==> src/include/actuator_id_regs.svh <==
// Register numbers, fault word bit positions, reset values and timing figures.
`ifndef ACTUATOR_ID_REGS_SVH
`define ACTUATOR_ID_REGS_SVH

// ----------------------------------------------------------------------------
// Holding register numbers
// ----------------------------------------------------------------------------
`define ADDR_MOTOR_REVISION 16'h9CB6
`define ADDR_BOARD_SERIAL 16'h9CB8
`define ADDR_BOARD_REVISION 16'h9CBA
`define ADDR_BOARD_REVISION_PAD 16'h9CBB
`define ADDR_APP_FW_MAJOR 16'h9CBC
`define ADDR_APP_FW_MINOR 16'h9CBD
`define ADDR_APP_FW_MOD 16'h9CBE
`define ADDR_APP_FW_BUILD 16'h9CBF
`define ADDR_BOOT_FW_MAJOR 16'h9CC0
`define ADDR_BOOT_FW_MINOR 16'h9CC1
`define ADDR_BOOT_FW_MOD 16'h9CC2
`define ADDR_BOOT_FW_BUILD 16'h9CC3
`define ADDR_BOARD_TEST_DATE 16'h9CC4
`define ADDR_MOTOR_TEST_DATE 16'h9CC6
`define ADDR_ASSEMBLY_DONE_DATE 16'h9CC8
`define ADDR_DIAGNOSTIC_FAULT_WORD 16'h9CCA

// ----------------------------------------------------------------------------
// Reset values
// ----------------------------------------------------------------------------
`define RESET_WORD32 32'h0000_0000
`define RESET_WORD16 16'h0000

// ----------------------------------------------------------------------------
// Fault word bit positions
// ----------------------------------------------------------------------------
`define FLT_NVM_DEFAULTS 15
`define FLT_STALL 14
`define FLT_OVERRIDE 13
`define FLT_WATCHDOG 12
`define FLT_AIN_CAL 11
`define FLT_TRAVEL_CAL 10
`define FLT_SPAN_CAL 9
`define FLT_UNUSED_HI 8
`define FLT_SHUTDOWN_MOVING 7
`define FLT_SPAN_DONE 6
`define FLT_CTRL_ACTIVE 5
`define FLT_SIGNAL_LOST 4
`define FLT_UNUSED_LO 3
`define FLT_SERIAL_CMD 2
`define FLT_AIN_SEEN 1
`define FLT_START_WINDOW 0

// ----------------------------------------------------------------------------
// Answer codes
// ----------------------------------------------------------------------------
`define EXC_NONE 8'h00
`define EXC_BAD_ADDRESS 8'h02
`define EXC_BAD_QUANTITY 8'h03

// ----------------------------------------------------------------------------
// Thresholds and timing
// ----------------------------------------------------------------------------
`define SIGNAL_MIN_UA 16'h0BB8
`define SIGNAL_MIN_MV 16'h03E8
`define SPAN_MIN_UA 16'h0FA0
`define START_WINDOW_S 15
`define CLK_HZ 200000000

`endif

==> src/include/actuator_id_pkg.sv <==
// Types shared by the actuator identification and fault register bank.
package actuator_id_pkg;

    // ------------------------------------------------------------------------
    // Request and answer carriers
    // ------------------------------------------------------------------------
    typedef struct packed {
        logic valid;
        logic write;
        logic [15:0] addr;
        logic [1:0] qty;
        logic [31:0] wdata;
    } hreg_req_type;

    typedef struct packed {
        logic valid;
        logic [7:0] exc;
        logic [31:0] rdata;
    } hreg_resp_type;

    typedef struct packed {
        logic ok;
        logic [1:0] kind;
        logic writable;
        logic [15:0] value;
    } word_info_type;

    typedef struct packed {
        logic [15:0] open_ua;
        logic [15:0] close_ua;
    } span_type;

    // ------------------------------------------------------------------------
    // Whole block state
    // ------------------------------------------------------------------------
    typedef struct packed {
        hreg_resp_type resp;
        logic [31:0] motor_revision;
        logic [31:0] board_serial;
        logic [15:0] board_revision;
        logic [2:0][31:0] dates;
        logic [31:0] startup_cnt;
        logic [31:0] los_cnt;
        logic signal_seen;
        logic cmd_seen;
        logic span_err;
        span_type span;
        logic [15:0] fault;
    } bank_state_type;

endpackage

==> src/hw/actuator_id_bank.sv <==
// Identification, date stamp and diagnostic fault register bank of a valve actuator.
//
// What this block does
// - 32-bit values span two registers, accessed whole in one function only.
// - Four read-only registers give application firmware major, minor, mod, build.
// - Four read-only registers give boot firmware major, minor, mod, build.
// - Three writable 32-bit date stamps count seconds since 2000, reset zero.
// - All register contents are unsigned integers.
// - Bit 15 set on memory fault with factory defaults restored.
// - Bit 14 set when stalled and stopped short of commanded position.
// - Bit 13 set when override contact closed and safe position reached.
// - Bit 12 set on system or watchdog fatal error with shutdown.
// - Bit 11 set when analog calibration entries mismatch measured signal.
// - Bit 10 set when calibrated travel distance is out of range.
// - Span under 4 mA sets bit 9, rejected, old calibration kept.
// - Bit 7 set when power was lost during a move.
// - Bit 6 set once span is calibrated and actuator ready.
// - Bit 5 set while position controller is active and ready.
// - Bit 4 set when signal at or below 3 mA or 1 V beyond loss timeout.
// - Bit 2 set once a serial command starts a calibrated move.
// - Bit 1 set once analog input exceeded 3 mA or 1 V.
// - Bit 0 set during 15 second startup window permitting span calibration.
`timescale 1ns/1ps
`include "actuator_id_regs.svh"

module actuator_id_bank
    import actuator_id_pkg::*;
#(
    parameter logic [15:0] APP_FW_MAJOR = 16'h0000,
    parameter logic [15:0] APP_FW_MINOR = 16'h0000,
    parameter logic [15:0] APP_FW_MOD = 16'h0000,
    parameter logic [15:0] APP_FW_BUILD = 16'h0000,
    parameter logic [15:0] BOOT_FW_MAJOR = 16'h0000,
    parameter logic [15:0] BOOT_FW_MINOR = 16'h0000,
    parameter logic [15:0] BOOT_FW_MOD = 16'h0000,
    parameter logic [15:0] BOOT_FW_BUILD = 16'h0000,
    parameter logic [31:0] STARTUP_CYCLES = 32'(64'(`START_WINDOW_S) * 64'(`CLK_HZ))
) (
    input wire logic sys_clk,
    input wire logic rst,
    input wire hreg_req_type req,
    output hreg_resp_type resp,
    input wire logic nvm_defaults_restored,
    input wire logic travel_stalled,
    input wire logic motor_stopped,
    input wire logic override_contact_closed,
    input wire logic at_safe_position,
    input wire logic fatal_shutdown,
    input wire logic ain_cal_mismatch,
    input wire logic travel_cal_out_of_range,
    input wire logic shutdown_while_moving,
    input wire logic span_calibrated,
    input wire logic controller_active,
    input wire logic serial_cmd_rx,
    input wire logic valve_moving,
    input wire logic ain_voltage_mode,
    input wire logic [15:0] ain_ua,
    input wire logic [15:0] ain_mv,
    input wire logic [31:0] los_timeout_cycles,
    input wire logic cal_apply,
    input wire span_type cal_new,
    output span_type span_active,
    output logic [15:0] fault_word
);

    // ------------------------------------------------------------------------
    // Register map lookup
    // ------------------------------------------------------------------------
    // Kind: 0 is a lone 16-bit word, 1 the high half of a pair, 2 the low half.
    // Pairs put the high word at the lower register number.
    function automatic word_info_type lookup(input bank_state_type s, input logic [15:0] a);
        word_info_type w;
        w = '{ok: 1'b1, kind: 2'd0, writable: 1'b0, value: 16'h0000};
        if (a == `ADDR_MOTOR_REVISION) begin
            w.kind = 2'd1;
            w.writable = 1'b1;
            w.value = s.motor_revision[31:16];
        end else if (a == `ADDR_MOTOR_REVISION + 16'h0001) begin
            w.kind = 2'd2;
            w.writable = 1'b1;
            w.value = s.motor_revision[15:0];
        end else if (a == `ADDR_BOARD_SERIAL) begin
            w.kind = 2'd1;
            w.writable = 1'b1;
            w.value = s.board_serial[31:16];
        end else if (a == `ADDR_BOARD_SERIAL + 16'h0001) begin
            w.kind = 2'd2;
            w.writable = 1'b1;
            w.value = s.board_serial[15:0];
        end else if (a == `ADDR_BOARD_REVISION) begin
            w.writable = 1'b1;
            w.value = s.board_revision;
        end else if (a == `ADDR_BOARD_REVISION_PAD) begin
            // The revision is 16 bits wide; its second slot reads zero.
            w.value = 16'h0000;
        end else if (a == `ADDR_APP_FW_MAJOR) begin
            w.value = APP_FW_MAJOR;
        end else if (a == `ADDR_APP_FW_MINOR) begin
            w.value = APP_FW_MINOR;
        end else if (a == `ADDR_APP_FW_MOD) begin
            w.value = APP_FW_MOD;
        end else if (a == `ADDR_APP_FW_BUILD) begin
            w.value = APP_FW_BUILD;
        end else if (a == `ADDR_BOOT_FW_MAJOR) begin
            w.value = BOOT_FW_MAJOR;
        end else if (a == `ADDR_BOOT_FW_MINOR) begin
            w.value = BOOT_FW_MINOR;
        end else if (a == `ADDR_BOOT_FW_MOD) begin
            w.value = BOOT_FW_MOD;
        end else if (a == `ADDR_BOOT_FW_BUILD) begin
            w.value = BOOT_FW_BUILD;
        end else if (a >= `ADDR_BOARD_TEST_DATE && a <= `ADDR_ASSEMBLY_DONE_DATE + 16'h0001) begin
            w.writable = 1'b1;
            w.kind = a[0] ? 2'd2 : 2'd1;
            w.value = a[0] ? s.dates[2'(a[2:1] - 2'd2)][15:0]
                           : s.dates[2'(a[2:1] - 2'd2)][31:16];
        end else if (a == `ADDR_DIAGNOSTIC_FAULT_WORD) begin
            w.value = s.fault;
        end else begin
            w.ok = 1'b0;
        end
        return w;
    endfunction

    // Store one 16-bit word; anything not writable is left untouched.
    function automatic bank_state_type put_word(input bank_state_type s, input logic [15:0] a,
                                                input logic [15:0] d);
        bank_state_type n;
        n = s;
        if (a == `ADDR_MOTOR_REVISION) begin
            n.motor_revision[31:16] = d;
        end else if (a == `ADDR_MOTOR_REVISION + 16'h0001) begin
            n.motor_revision[15:0] = d;
        end else if (a == `ADDR_BOARD_SERIAL) begin
            n.board_serial[31:16] = d;
        end else if (a == `ADDR_BOARD_SERIAL + 16'h0001) begin
            n.board_serial[15:0] = d;
        end else if (a == `ADDR_BOARD_REVISION) begin
            n.board_revision = d;
        end else if (a >= `ADDR_BOARD_TEST_DATE && a <= `ADDR_ASSEMBLY_DONE_DATE + 16'h0001) begin
            if (a[0]) begin
                n.dates[2'(a[2:1] - 2'd2)][15:0] = d;
            end else begin
                n.dates[2'(a[2:1] - 2'd2)][31:16] = d;
            end
        end
        return n;
    endfunction

    // ------------------------------------------------------------------------
    // State
    // ------------------------------------------------------------------------
    bank_state_type state;
    bank_state_type next_state;
    word_info_type first_word;
    word_info_type second_word;
    logic signal_present;
    logic [15:0] span_diff;
    logic access_ok;

    // ------------------------------------------------------------------------
    // Next state
    // ------------------------------------------------------------------------
    always_comb begin
        next_state = state;
        first_word = lookup(state, req.addr);
        second_word = lookup(state, req.addr + 16'h0001);
        signal_present = ain_voltage_mode ? (ain_mv > `SIGNAL_MIN_MV) : (ain_ua > `SIGNAL_MIN_UA);
        span_diff = (cal_new.open_ua > cal_new.close_ua) ? cal_new.open_ua - cal_new.close_ua
                                                         : cal_new.close_ua - cal_new.open_ua;
        access_ok = 1'b0;

        // A pair is taken only whole: a single-word access may not touch
        // either half, and a two-word access must start on the high half.
        next_state.resp.valid = req.valid;
        next_state.resp.rdata = 32'h0000_0000;
        next_state.resp.exc = `EXC_NONE;
        if (req.valid) begin
            if (req.qty == 2'd1) begin
                access_ok = first_word.ok && first_word.kind == 2'd0;
                next_state.resp.rdata = {16'h0000, first_word.value};
            end else if (req.qty == 2'd2) begin
                access_ok = first_word.ok && second_word.ok && first_word.kind != 2'd2
                            && second_word.kind != 2'd1;
                next_state.resp.rdata = {first_word.value, second_word.value};
            end
            if (req.qty != 2'd1 && req.qty != 2'd2) begin
                next_state.resp.exc = `EXC_BAD_QUANTITY;
                next_state.resp.rdata = 32'h0000_0000;
            end else if (!access_ok || (req.write && !first_word.writable)
                         || (req.write && req.qty == 2'd2 && !second_word.writable)) begin
                next_state.resp.exc = `EXC_BAD_ADDRESS;
                next_state.resp.rdata = 32'h0000_0000;
            end else if (req.write) begin
                next_state.resp.rdata = 32'h0000_0000;
                if (req.qty == 2'd1) begin
                    next_state = put_word(next_state, req.addr, req.wdata[15:0]);
                end else begin
                    next_state = put_word(next_state, req.addr, req.wdata[31:16]);
                    next_state = put_word(next_state, req.addr + 16'h0001, req.wdata[15:0]);
                end
            end
        end

        // Startup window counter stops at its end value.
        if (state.startup_cnt < STARTUP_CYCLES) begin
            next_state.startup_cnt = state.startup_cnt + 32'h0000_0001;
        end

        // Loss of signal timer restarts whenever the signal comes back.
        if (signal_present) begin
            next_state.los_cnt = 32'h0000_0000;
        end else if (state.los_cnt <= los_timeout_cycles) begin
            next_state.los_cnt = state.los_cnt + 32'h0000_0001;
        end

        if (signal_present) begin
            next_state.signal_seen = 1'b1;
        end

        // The command flag holds for the whole move it started.
        if (serial_cmd_rx && span_calibrated) begin
            next_state.cmd_seen = 1'b1;
        end else if (!valve_moving) begin
            next_state.cmd_seen = 1'b0;
        end

        // A narrow span is refused outright so a bad entry cannot wipe a good one.
        if (cal_apply) begin
            if (span_diff < `SPAN_MIN_UA) begin
                next_state.span_err = 1'b1;
            end else begin
                next_state.span_err = 1'b0;
                next_state.span = cal_new;
            end
        end

        next_state.fault = 16'h0000;
        next_state.fault[`FLT_NVM_DEFAULTS] = nvm_defaults_restored;
        next_state.fault[`FLT_STALL] = travel_stalled && motor_stopped;
        next_state.fault[`FLT_OVERRIDE] = override_contact_closed && at_safe_position;
        next_state.fault[`FLT_WATCHDOG] = fatal_shutdown;
        next_state.fault[`FLT_AIN_CAL] = ain_cal_mismatch;
        next_state.fault[`FLT_TRAVEL_CAL] = travel_cal_out_of_range;
        next_state.fault[`FLT_SPAN_CAL] = next_state.span_err;
        next_state.fault[`FLT_SHUTDOWN_MOVING] = shutdown_while_moving;
        next_state.fault[`FLT_SPAN_DONE] = span_calibrated;
        next_state.fault[`FLT_CTRL_ACTIVE] = controller_active;
        next_state.fault[`FLT_SIGNAL_LOST] = !signal_present
                                             && state.los_cnt > los_timeout_cycles;
        next_state.fault[`FLT_SERIAL_CMD] = next_state.cmd_seen;
        next_state.fault[`FLT_AIN_SEEN] = next_state.signal_seen;
        next_state.fault[`FLT_START_WINDOW] = state.startup_cnt < STARTUP_CYCLES;
    end

    // ------------------------------------------------------------------------
    // Registers
    // ------------------------------------------------------------------------
    always_ff @(posedge sys_clk or posedge rst) begin
        if (rst) begin
            state <= '0;
            state.motor_revision <= `RESET_WORD32;
            state.board_serial <= `RESET_WORD32;
            state.board_revision <= `RESET_WORD16;
            state.dates <= {3{`RESET_WORD32}};
        end else begin
            state <= next_state;
        end
    end

    assign resp = state.resp;
    assign span_active = state.span;
    assign fault_word = state.fault;

endmodule // actuator_id_bank

==> config.mk <==
export PLATFORM = sky130hd
export DESIGN_NAME = actuator_id_bank
export DESIGN_NICKNAME = d
export VERILOG_FILES = /design/src/include/actuator_id_pkg.sv /design/src/hw/actuator_id_bank.sv
export VERILOG_INCLUDE_DIRS = /design/src /design/src/include
export SDC_FILE = /design/constraint.sdc
export NUM_CORES = 1
export LEC_CHECK = 0
export ABC_AREA = 0
export BUFFER_PORTS_ARGS = -buffer_cell sky130_fd_sc_hd__buf_4
export CORE_MARGIN = 2
export CORE_UTILIZATION = 30
export CTS_CLUSTER_DIAMETER = 60
export DETAILED_ROUTE_END_ITERATION = 7
export SETUP_SLACK_MARGIN = 0.2
export SLEW_MARGIN = 20
export SYNTH_ARGS = -nofsm -noshare
export SYNTH_HDL_FRONTEND = slang
export SYNTH_SLANG_ARGS = --single-unit
==> constraint.sdc <==
create_clock -name sys_clk -period 15.5 [get_ports sys_clk]
set_input_delay 3.1 -clock sys_clk [delete_from_list [all_inputs] [get_ports sys_clk]]
set_output_delay 3.1 -clock sys_clk [all_outputs]
set_load 0.03 [all_outputs]
# --- Yosys cells after proc, flatten, opt, wreduce, memory -nomap -nowiden ---
# Index checks and enable logic that the tools add are counted.
word_totals:
  reg_bits: 330
classes:
  bitwise: 2
  reduce_logical: 31
  mux: 153
  eq_ne: 47
  n_lt_le_gt_ge: 15
  n_addsub: 7
op_table:
  columns: ["cell", "n"]
  rows:
  - ["160-bit 2-to-1 mux", 8]
  - ["291-bit 2-to-1 mux", 3]
  - ["96-bit 2-to-1 mux", 9]
  - ["16-bit 2-to-1 mux", 42]
  - ["96-bit bitwise mux", 6]
  - ["16-bit equality test (second input constant)", 30]
  - ["144-bit 2-to-1 mux", 3]
  - ["128-bit 2-to-1 mux", 3]
  - ["112-bit 2-to-1 mux", 3]
  - ["332-bit 2-to-1 mux", 1]
  - ["323-bit 2-to-1 mux", 1]
  - ["32-bit 2-to-1 mux", 10]
  - ["32-bit demux with 2-bit select", 4]
  - ["19-bit 2-to-1 mux", 8]
  - ["32-bit binary-select mux with 2-bit select", 2]
  - ["4-bit 2-to-1 mux", 18]
  - ["34-bit 2-to-1 mux", 2]
  - ["32-bit by 1-bit adder with 32-bit output (second input constant)", 2]
  - ["17-bit 2-to-1 mux", 2]
  - ["33-bit 2-to-1 mux", 1]
  - ["16-bit greater-or-equal comparator (second input constant)", 2]
  - ["32-bit > comparator", 1]
  - ["16-bit less-or-equal comparator (second input constant)", 2]
  - ["32-bit less-or-equal comparator", 1]
  - ["28 further kinds", 91]

# --- Longest topological paths before layout ---
depth:
  depth_word: 46
  mapped_depth: 17
  mapped_depth_nobuf: 12

# --- Least setup slack after synthesis ---
# No wires, ideal clock.
synth_timing:
  kind: "input to register"
  start: "in req[35] (netlist bit)"
  end: "reg state[269] (netlist bit)"
  t_required_ps: 15376
  path_stages: 17
  arrival_ps: 6356
  slack_ps: 9021
  path_cell_list: "inv_1 -> clkbuf_1 -> clkbuf_1 -> ha_1 -> clkbuf_1 -> or4_1 -> a31oi_1 -> nor4_1 -> a211oi_1 -> o31ai_1 -> nand4_1 -> a21oi_2 -> nand3_1 -> a21oi_1 -> buf_4 -> buf_4 -> a21oi_1"
synth_via:
  elab_chain_cells: 29
synth_lines:
  columns: ["item", "line", "rtl"]
  rows:
  - ["start: declaration", "actuator_id_bank.sv:41", "input wire hreg_req_type req,"]
  - ["16-bit by 1-bit adder with 16-bit output", "actuator_id_bank.sv:167, actuator_id_bank.sv:200", null]
  - ["16-bit greater-or-equal comparator (no line), or another cell as far along", null, null]
  - ["1-bit logical AND or 1-bit 2-to-1 mux (tied branches)", "actuator_id_bank.sv:112, actuator_id_bank.sv:117", null]
  - ["1-bit 2-to-1 mux", "actuator_id_bank.sv:112", "end else if (a >= `ADDR_BOARD_TEST_DATE && a <= `ADDR_ASSEMBLY_DONE_DATE + 16'h0001) begin"]
  - ["4-bit 2-to-1 mux", "actuator_id_bank.sv:110", "end else if (a == `ADDR_BOOT_FW_BUILD) begin"]
  - ["4-bit 2-to-1 mux", "actuator_id_bank.sv:108", "end else if (a == `ADDR_BOOT_FW_MOD) begin"]
  - ["4-bit 2-to-1 mux", "actuator_id_bank.sv:106", "end else if (a == `ADDR_BOOT_FW_MINOR) begin"]
  - ["4-bit 2-to-1 mux", "actuator_id_bank.sv:104", "end else if (a == `ADDR_BOOT_FW_MAJOR) begin"]
  - ["[... 13 more ...]", null, null]
  - ["1-bit 2-to-1 mux", "actuator_id_bank.sv:182", "end else if (req.qty == 2'd2) begin"]
  - ["1-bit 2-to-1 mux", "actuator_id_bank.sv:179", "if (req.qty == 2'd1) begin"]
  - ["1-bit 2-to-1 mux", "actuator_id_bank.sv:178", "if (req.valid) begin"]
  - ["1-bit zero test", "actuator_id_bank.sv:190", "end else if (!access_ok || (req.write && !first_word.writable)"]
  - ["1-bit logical OR", "actuator_id_bank.sv:190", null]
  - ["1-bit logical OR", "actuator_id_bank.sv:191", "|| (req.write && req.qty == 2'd2 && !second_word.writable)) begin"]
  - ["1-bit NOT (no line)", null, null]
  - ["6-bit AND reduction (no line)", null, null]
  - ["end signal: assignment", "actuator_id_bank.sv:267", "state <= next_state;"]
  - ["end: declaration", "actuator_id_bank.sv:153", "bank_state_type state;"]
# Several ways; a longest one is shown, not always the timed one. The select of a mux whose other input is x is not followed.
# A chain may end at the register's enable or synchronous reset.

# --- Final worst setup path ---
layout_timing:
  start: "in req[35] (netlist bit)"
  end: "reg state[258] (netlist bit)"
layout_via:
  elab_chain_cells: 29
layout_lines:
  columns: ["item", "line"]
  rows:
  - ["16-bit by 1-bit adder with 16-bit output", "actuator_id_bank.sv:167, actuator_id_bank.sv:200"]
  - ["16-bit greater-or-equal comparator (no line), or another cell as far along", null]
  - ["1-bit logical AND or 1-bit 2-to-1 mux (tied branches)", "actuator_id_bank.sv:112, actuator_id_bank.sv:117"]
  - ["1-bit 2-to-1 mux", "actuator_id_bank.sv:112"]
  - ["4-bit 2-to-1 mux", "actuator_id_bank.sv:110"]
  - ["4-bit 2-to-1 mux", "actuator_id_bank.sv:108"]
  - ["4-bit 2-to-1 mux", "actuator_id_bank.sv:106"]
  - ["4-bit 2-to-1 mux", "actuator_id_bank.sv:104"]
  - ["[... 13 more ...]", null]
  - ["1-bit 2-to-1 mux", "actuator_id_bank.sv:182"]
  - ["1-bit 2-to-1 mux", "actuator_id_bank.sv:179"]
  - ["1-bit 2-to-1 mux", "actuator_id_bank.sv:178"]
  - ["1-bit zero test", "actuator_id_bank.sv:190"]
  - ["1-bit logical OR", "actuator_id_bank.sv:190"]
  - ["1-bit logical OR", "actuator_id_bank.sv:191"]
  - ["1-bit NOT (no line)", null]
  - ["7-bit AND reduction (no line)", null]
# Several ways; a longest one is shown, not always the timed one. The select of a mux whose other input is x is not followed.

==> PnR_summary.wiki <==
{| class="wikitable"
! Metric !! Value
|-
| Post-CTS setup buffer count || 0
|-
| Fin util || 0.3482
|-
| Final weighted congestion of routability-driven global placement || 0.9674
|-
| Most instantiated library cell after synthesis || dfrtp_1
|-
| Via count || between 20000 and 25000
|-
| Setup repair after global routing missed its margin || no
|-
| Worst path required time || 15.99 ns
|-
| Distinct cells, synth || 96
|-
| CTS tree || built
|-
| Peak clock frequency supported by timing || between 100 and 150 MHz
|-
| Antenna violations before repair || 7
|-
| Final worst-path cycle share || 0.5149
|-
| Detailed-routing iteration count for the pre-antenna-repair pass || 8
|-
| HPWL reported at the end of detailed placement || 52250 um
|-
| Die footprint || 78780 um2
|-
| Maximum count of clock buffers along a single path || 3
|-
| DR DRC count || 2
|-
| Most frequently used flop master after synthesis || dfrtp_1
|-
| Avg Vias per Cell || ~5.6
|-
| Clock insertion delay at the later pin of the skew report || 0.58 ns
|-
| Total negative slack || 0 ns
|-
| Effective utilization at floorplan || 0.3029
|-
| DRT iter0 DRCs || 1938
|-
| Count of flip-flops with a built-in enable after synthesis || 0
|-
| Fin. Hold Viols || 0
|-
| Area of the core region || approximately 76000 um2
|-
| All-layer global routing usage || 0.1916
|-
| Synth-to-layout area growth || 14.98%
|-
| Min Tclk post-route || 7.980 ns
|-
| Routed WL || 77610 um
|-
| Wire length of the first global-routing pass || 118600 um
|-
| Cell Rows || 101
|-
| Number of slew-limit violations in the final report || 0
|-
| Worst max-slew margin expressed relative to the limit || 0.2310
|-
| Proportion of synthesized flip-flops having asynchronous set or reset || 1.000
|-
| Port buffer count || 245
|-
| Worst Path Arrival || 8.47 ns
|-
| Reg power frac || 0.378
|-
| Max FO, Critical Path || 34
|-
| Antenna-violating nets left || 0
|-
| Avg Inst Size Synth || between 8 and 9 um2
|-
| Count of max-cap constraint violations || 0
|-
| Pin count of the biggest net entering global routing || 124
|-
| Count of endpoints failing setup in the final report || 0
|-
| CTS resizes || 0
|-
| Share of cells above drive strength 1 || 0.1736
|-
| Post-Route Skew || about 0.022 ns
|-
| Net switching share of the total power || 0.2861
|-
| Startpoint Class || primary input
|-
| Clk sinks || 321
|-
| Power per cell area || approximately 90 nW/um2
|-
| Comb pwr share || 0.153
|-
| Chip height || approximately 280 um
|-
| Net count of the finished layout || around 2900
|-
| Routed wirelength normalized by instance count || between 20 and 25 um
|-
| Mapped Area || 22960 um2
|-
| Peak ir drop on the vdd network || 0.08583 mV
|-
| Net load switching power || 660.2 uW
|-
| Number of I/O pins || 254
|-
| Width of the die || 280.7 um
|-
| H-tree depth || 2
|-
| Portion of total power attributed to the clock network || 0.469
|-
| Buffer cell driving the clock tree root || clkbuf_16
|-
| Sequential element share of the synthesized area || 0.3498
|-
| Most instantiated cells after synthesis || dfrtp_1, a21oi_1, nor2_1
|-
| Leading post-synthesis cells by cell area || dfrtp_1, mux2i_1, a21oi_1, ha_1, o211ai_1
|-
| Clock-pin slew reported for the worst setup and hold paths after clock tree synthesis || 0.06 ns
|-
| Instance count of the mapped netlist || around 2600
|-
| Synthesis Warnings || 0
|-
| Internal power || 1648 uW
|-
| Type of the worst min-delay path || flop to flop
|-
| Hold-fix buffer count after cts || 0
|-
| Leakage power summed over all cells || about 0.012 uW
|-
| Number of CTS-inserted buffers || 45
|-
| Kind of end point of the critical path || flop
|-
| Result of the run || finished with violations
|-
| Post-synth top area cell || dfrtp_1
|-
| Violated checks || DRC
|-
| Total congestion overflow || 0
|-
| Number of global-route vias before repair || 19810
|-
| Slew at the pin closest to its max-slew limit || 1.154 ns
|-
| Flops & latches, synth || 321
|-
| Worst Path Class, Setup || primary input to flop
|-
| Yosys top cell area share || 0.3498
|}
final cells by class:
type	count	area (um2)
well taps	978	1224
clock buffers	58	1246
inverters	98	375.4
diodes	1	2.502
repair buffers	288	2177
flip-flops and latches	321	8033
clock inverters	23	289.0
fillers	7805	49420
multi-input cells	1891	13060
worst max-delay path, stage by stage:
cell       delay [ns]
buf_4            0.34
inv_1            0.34
buf_4            0.30
ha_1             0.29
inv_1            0.19
or3_1            0.82
nand2_1          0.10
o31ai_1          0.36
nand4_1          0.16
a21oi_2          0.26
nand4_2          0.84
a21oi_2          1.11
a2bb2oi_1        0.21
metrics by stage:
stage               instances  setup slack, ns  cell area [um2]  power (uW)  hold WS [ns]
floorplan                2619            3.515            22990        1140        0.4418
global placement         3574            7.007            24830        1237        0.4561
detailed placement       3574            6.846            24830        1239        0.4606
CTS                      3655            7.442            26360        2331        0.4731
global route             3657            7.263            26400        2394        0.4915
finish                   3658            7.520            26400        2308        0.4712
flip-flops by register name (all words and copies together), names as in the netlist:
name,flops
state,240
resp,35
span_active,32
fault_word,14
kinds of logic after synthesis:
kind of cell / Yosys count / share of synthesized area
muxes: 238 / 0.1123
buffers and inverters: 407 / 0.08679
AOI/OAI and AO/OA: 792 / 0.2331
other: 1 / 0.0001633
and+or+nand+nor: 712 / 0.1522
DFF: 321 / 0.3498
xor gates and xnor gates: 68 / 0.02593
adders and majority gates: 73 / 0.03977
worst paths after layout:
kind                            slack, ns         endpoint       from  cells after the start
worst max-delay path                 7.52       state[258]    req[35]                     13
worst min-delay path                 0.47        state[89]  state[89]                      1
worst max register to register      11.94       state[108]  state[98]                     10
worst min register to register       0.47        state[89]  state[89]                      1
max in group asynchronous           10.47       state[204]        rst                      4
min in group asynchronous            2.73  span_active[15]        rst                      2
power groups by stage:
stage	combinational, uW	clock [uW]	sequential, uW
floorplan	258	0	881
global placement	350	0	887
detailed placement	352	0	887
CTS	353	1110	873
global route	378	1140	875
finish	353	1080	873
per-layer routing:
metal,track usage,vias to the layer above,part of all wire
li1,-,9504,-
met4,0.07281,14,0.038
met2,0.2971,972,0.44
met1,0.2590,9971,0.43
met5,0,-,0.0012
met3,0.04298,186,0.087
placed cells by master, fill, tap and decap left out, types with 10 or more instances in the layout:
master	count
and2_1	13
a21oi_1	227
o21ai_0	116
dfrtp_1	321
o211ai_1	114
a22oi_1	14
inv_1	95
nand2_1	210
nor2b_1	29
mux2_4	30
nor3_1	27
nand2b_1	10
buf_4	284
a221o_1	16
nand4_1	32
mux2_2	24
mux2i_1	182
a221oi_1	25
nor2_1	217
a21o_1	20
xnor2_1	45
nor4b_1	12
clkbuf_16	46
o22ai_1	61
o221ai_1	12
o22a_1	32
a2bb2oi_1	32
a211oi_1	24
nor3b_1	13
or3_1	14
and3_1	22
ha_1	71
xor2_1	22
nand3_1	49
(Power assumes the default switching activity.)
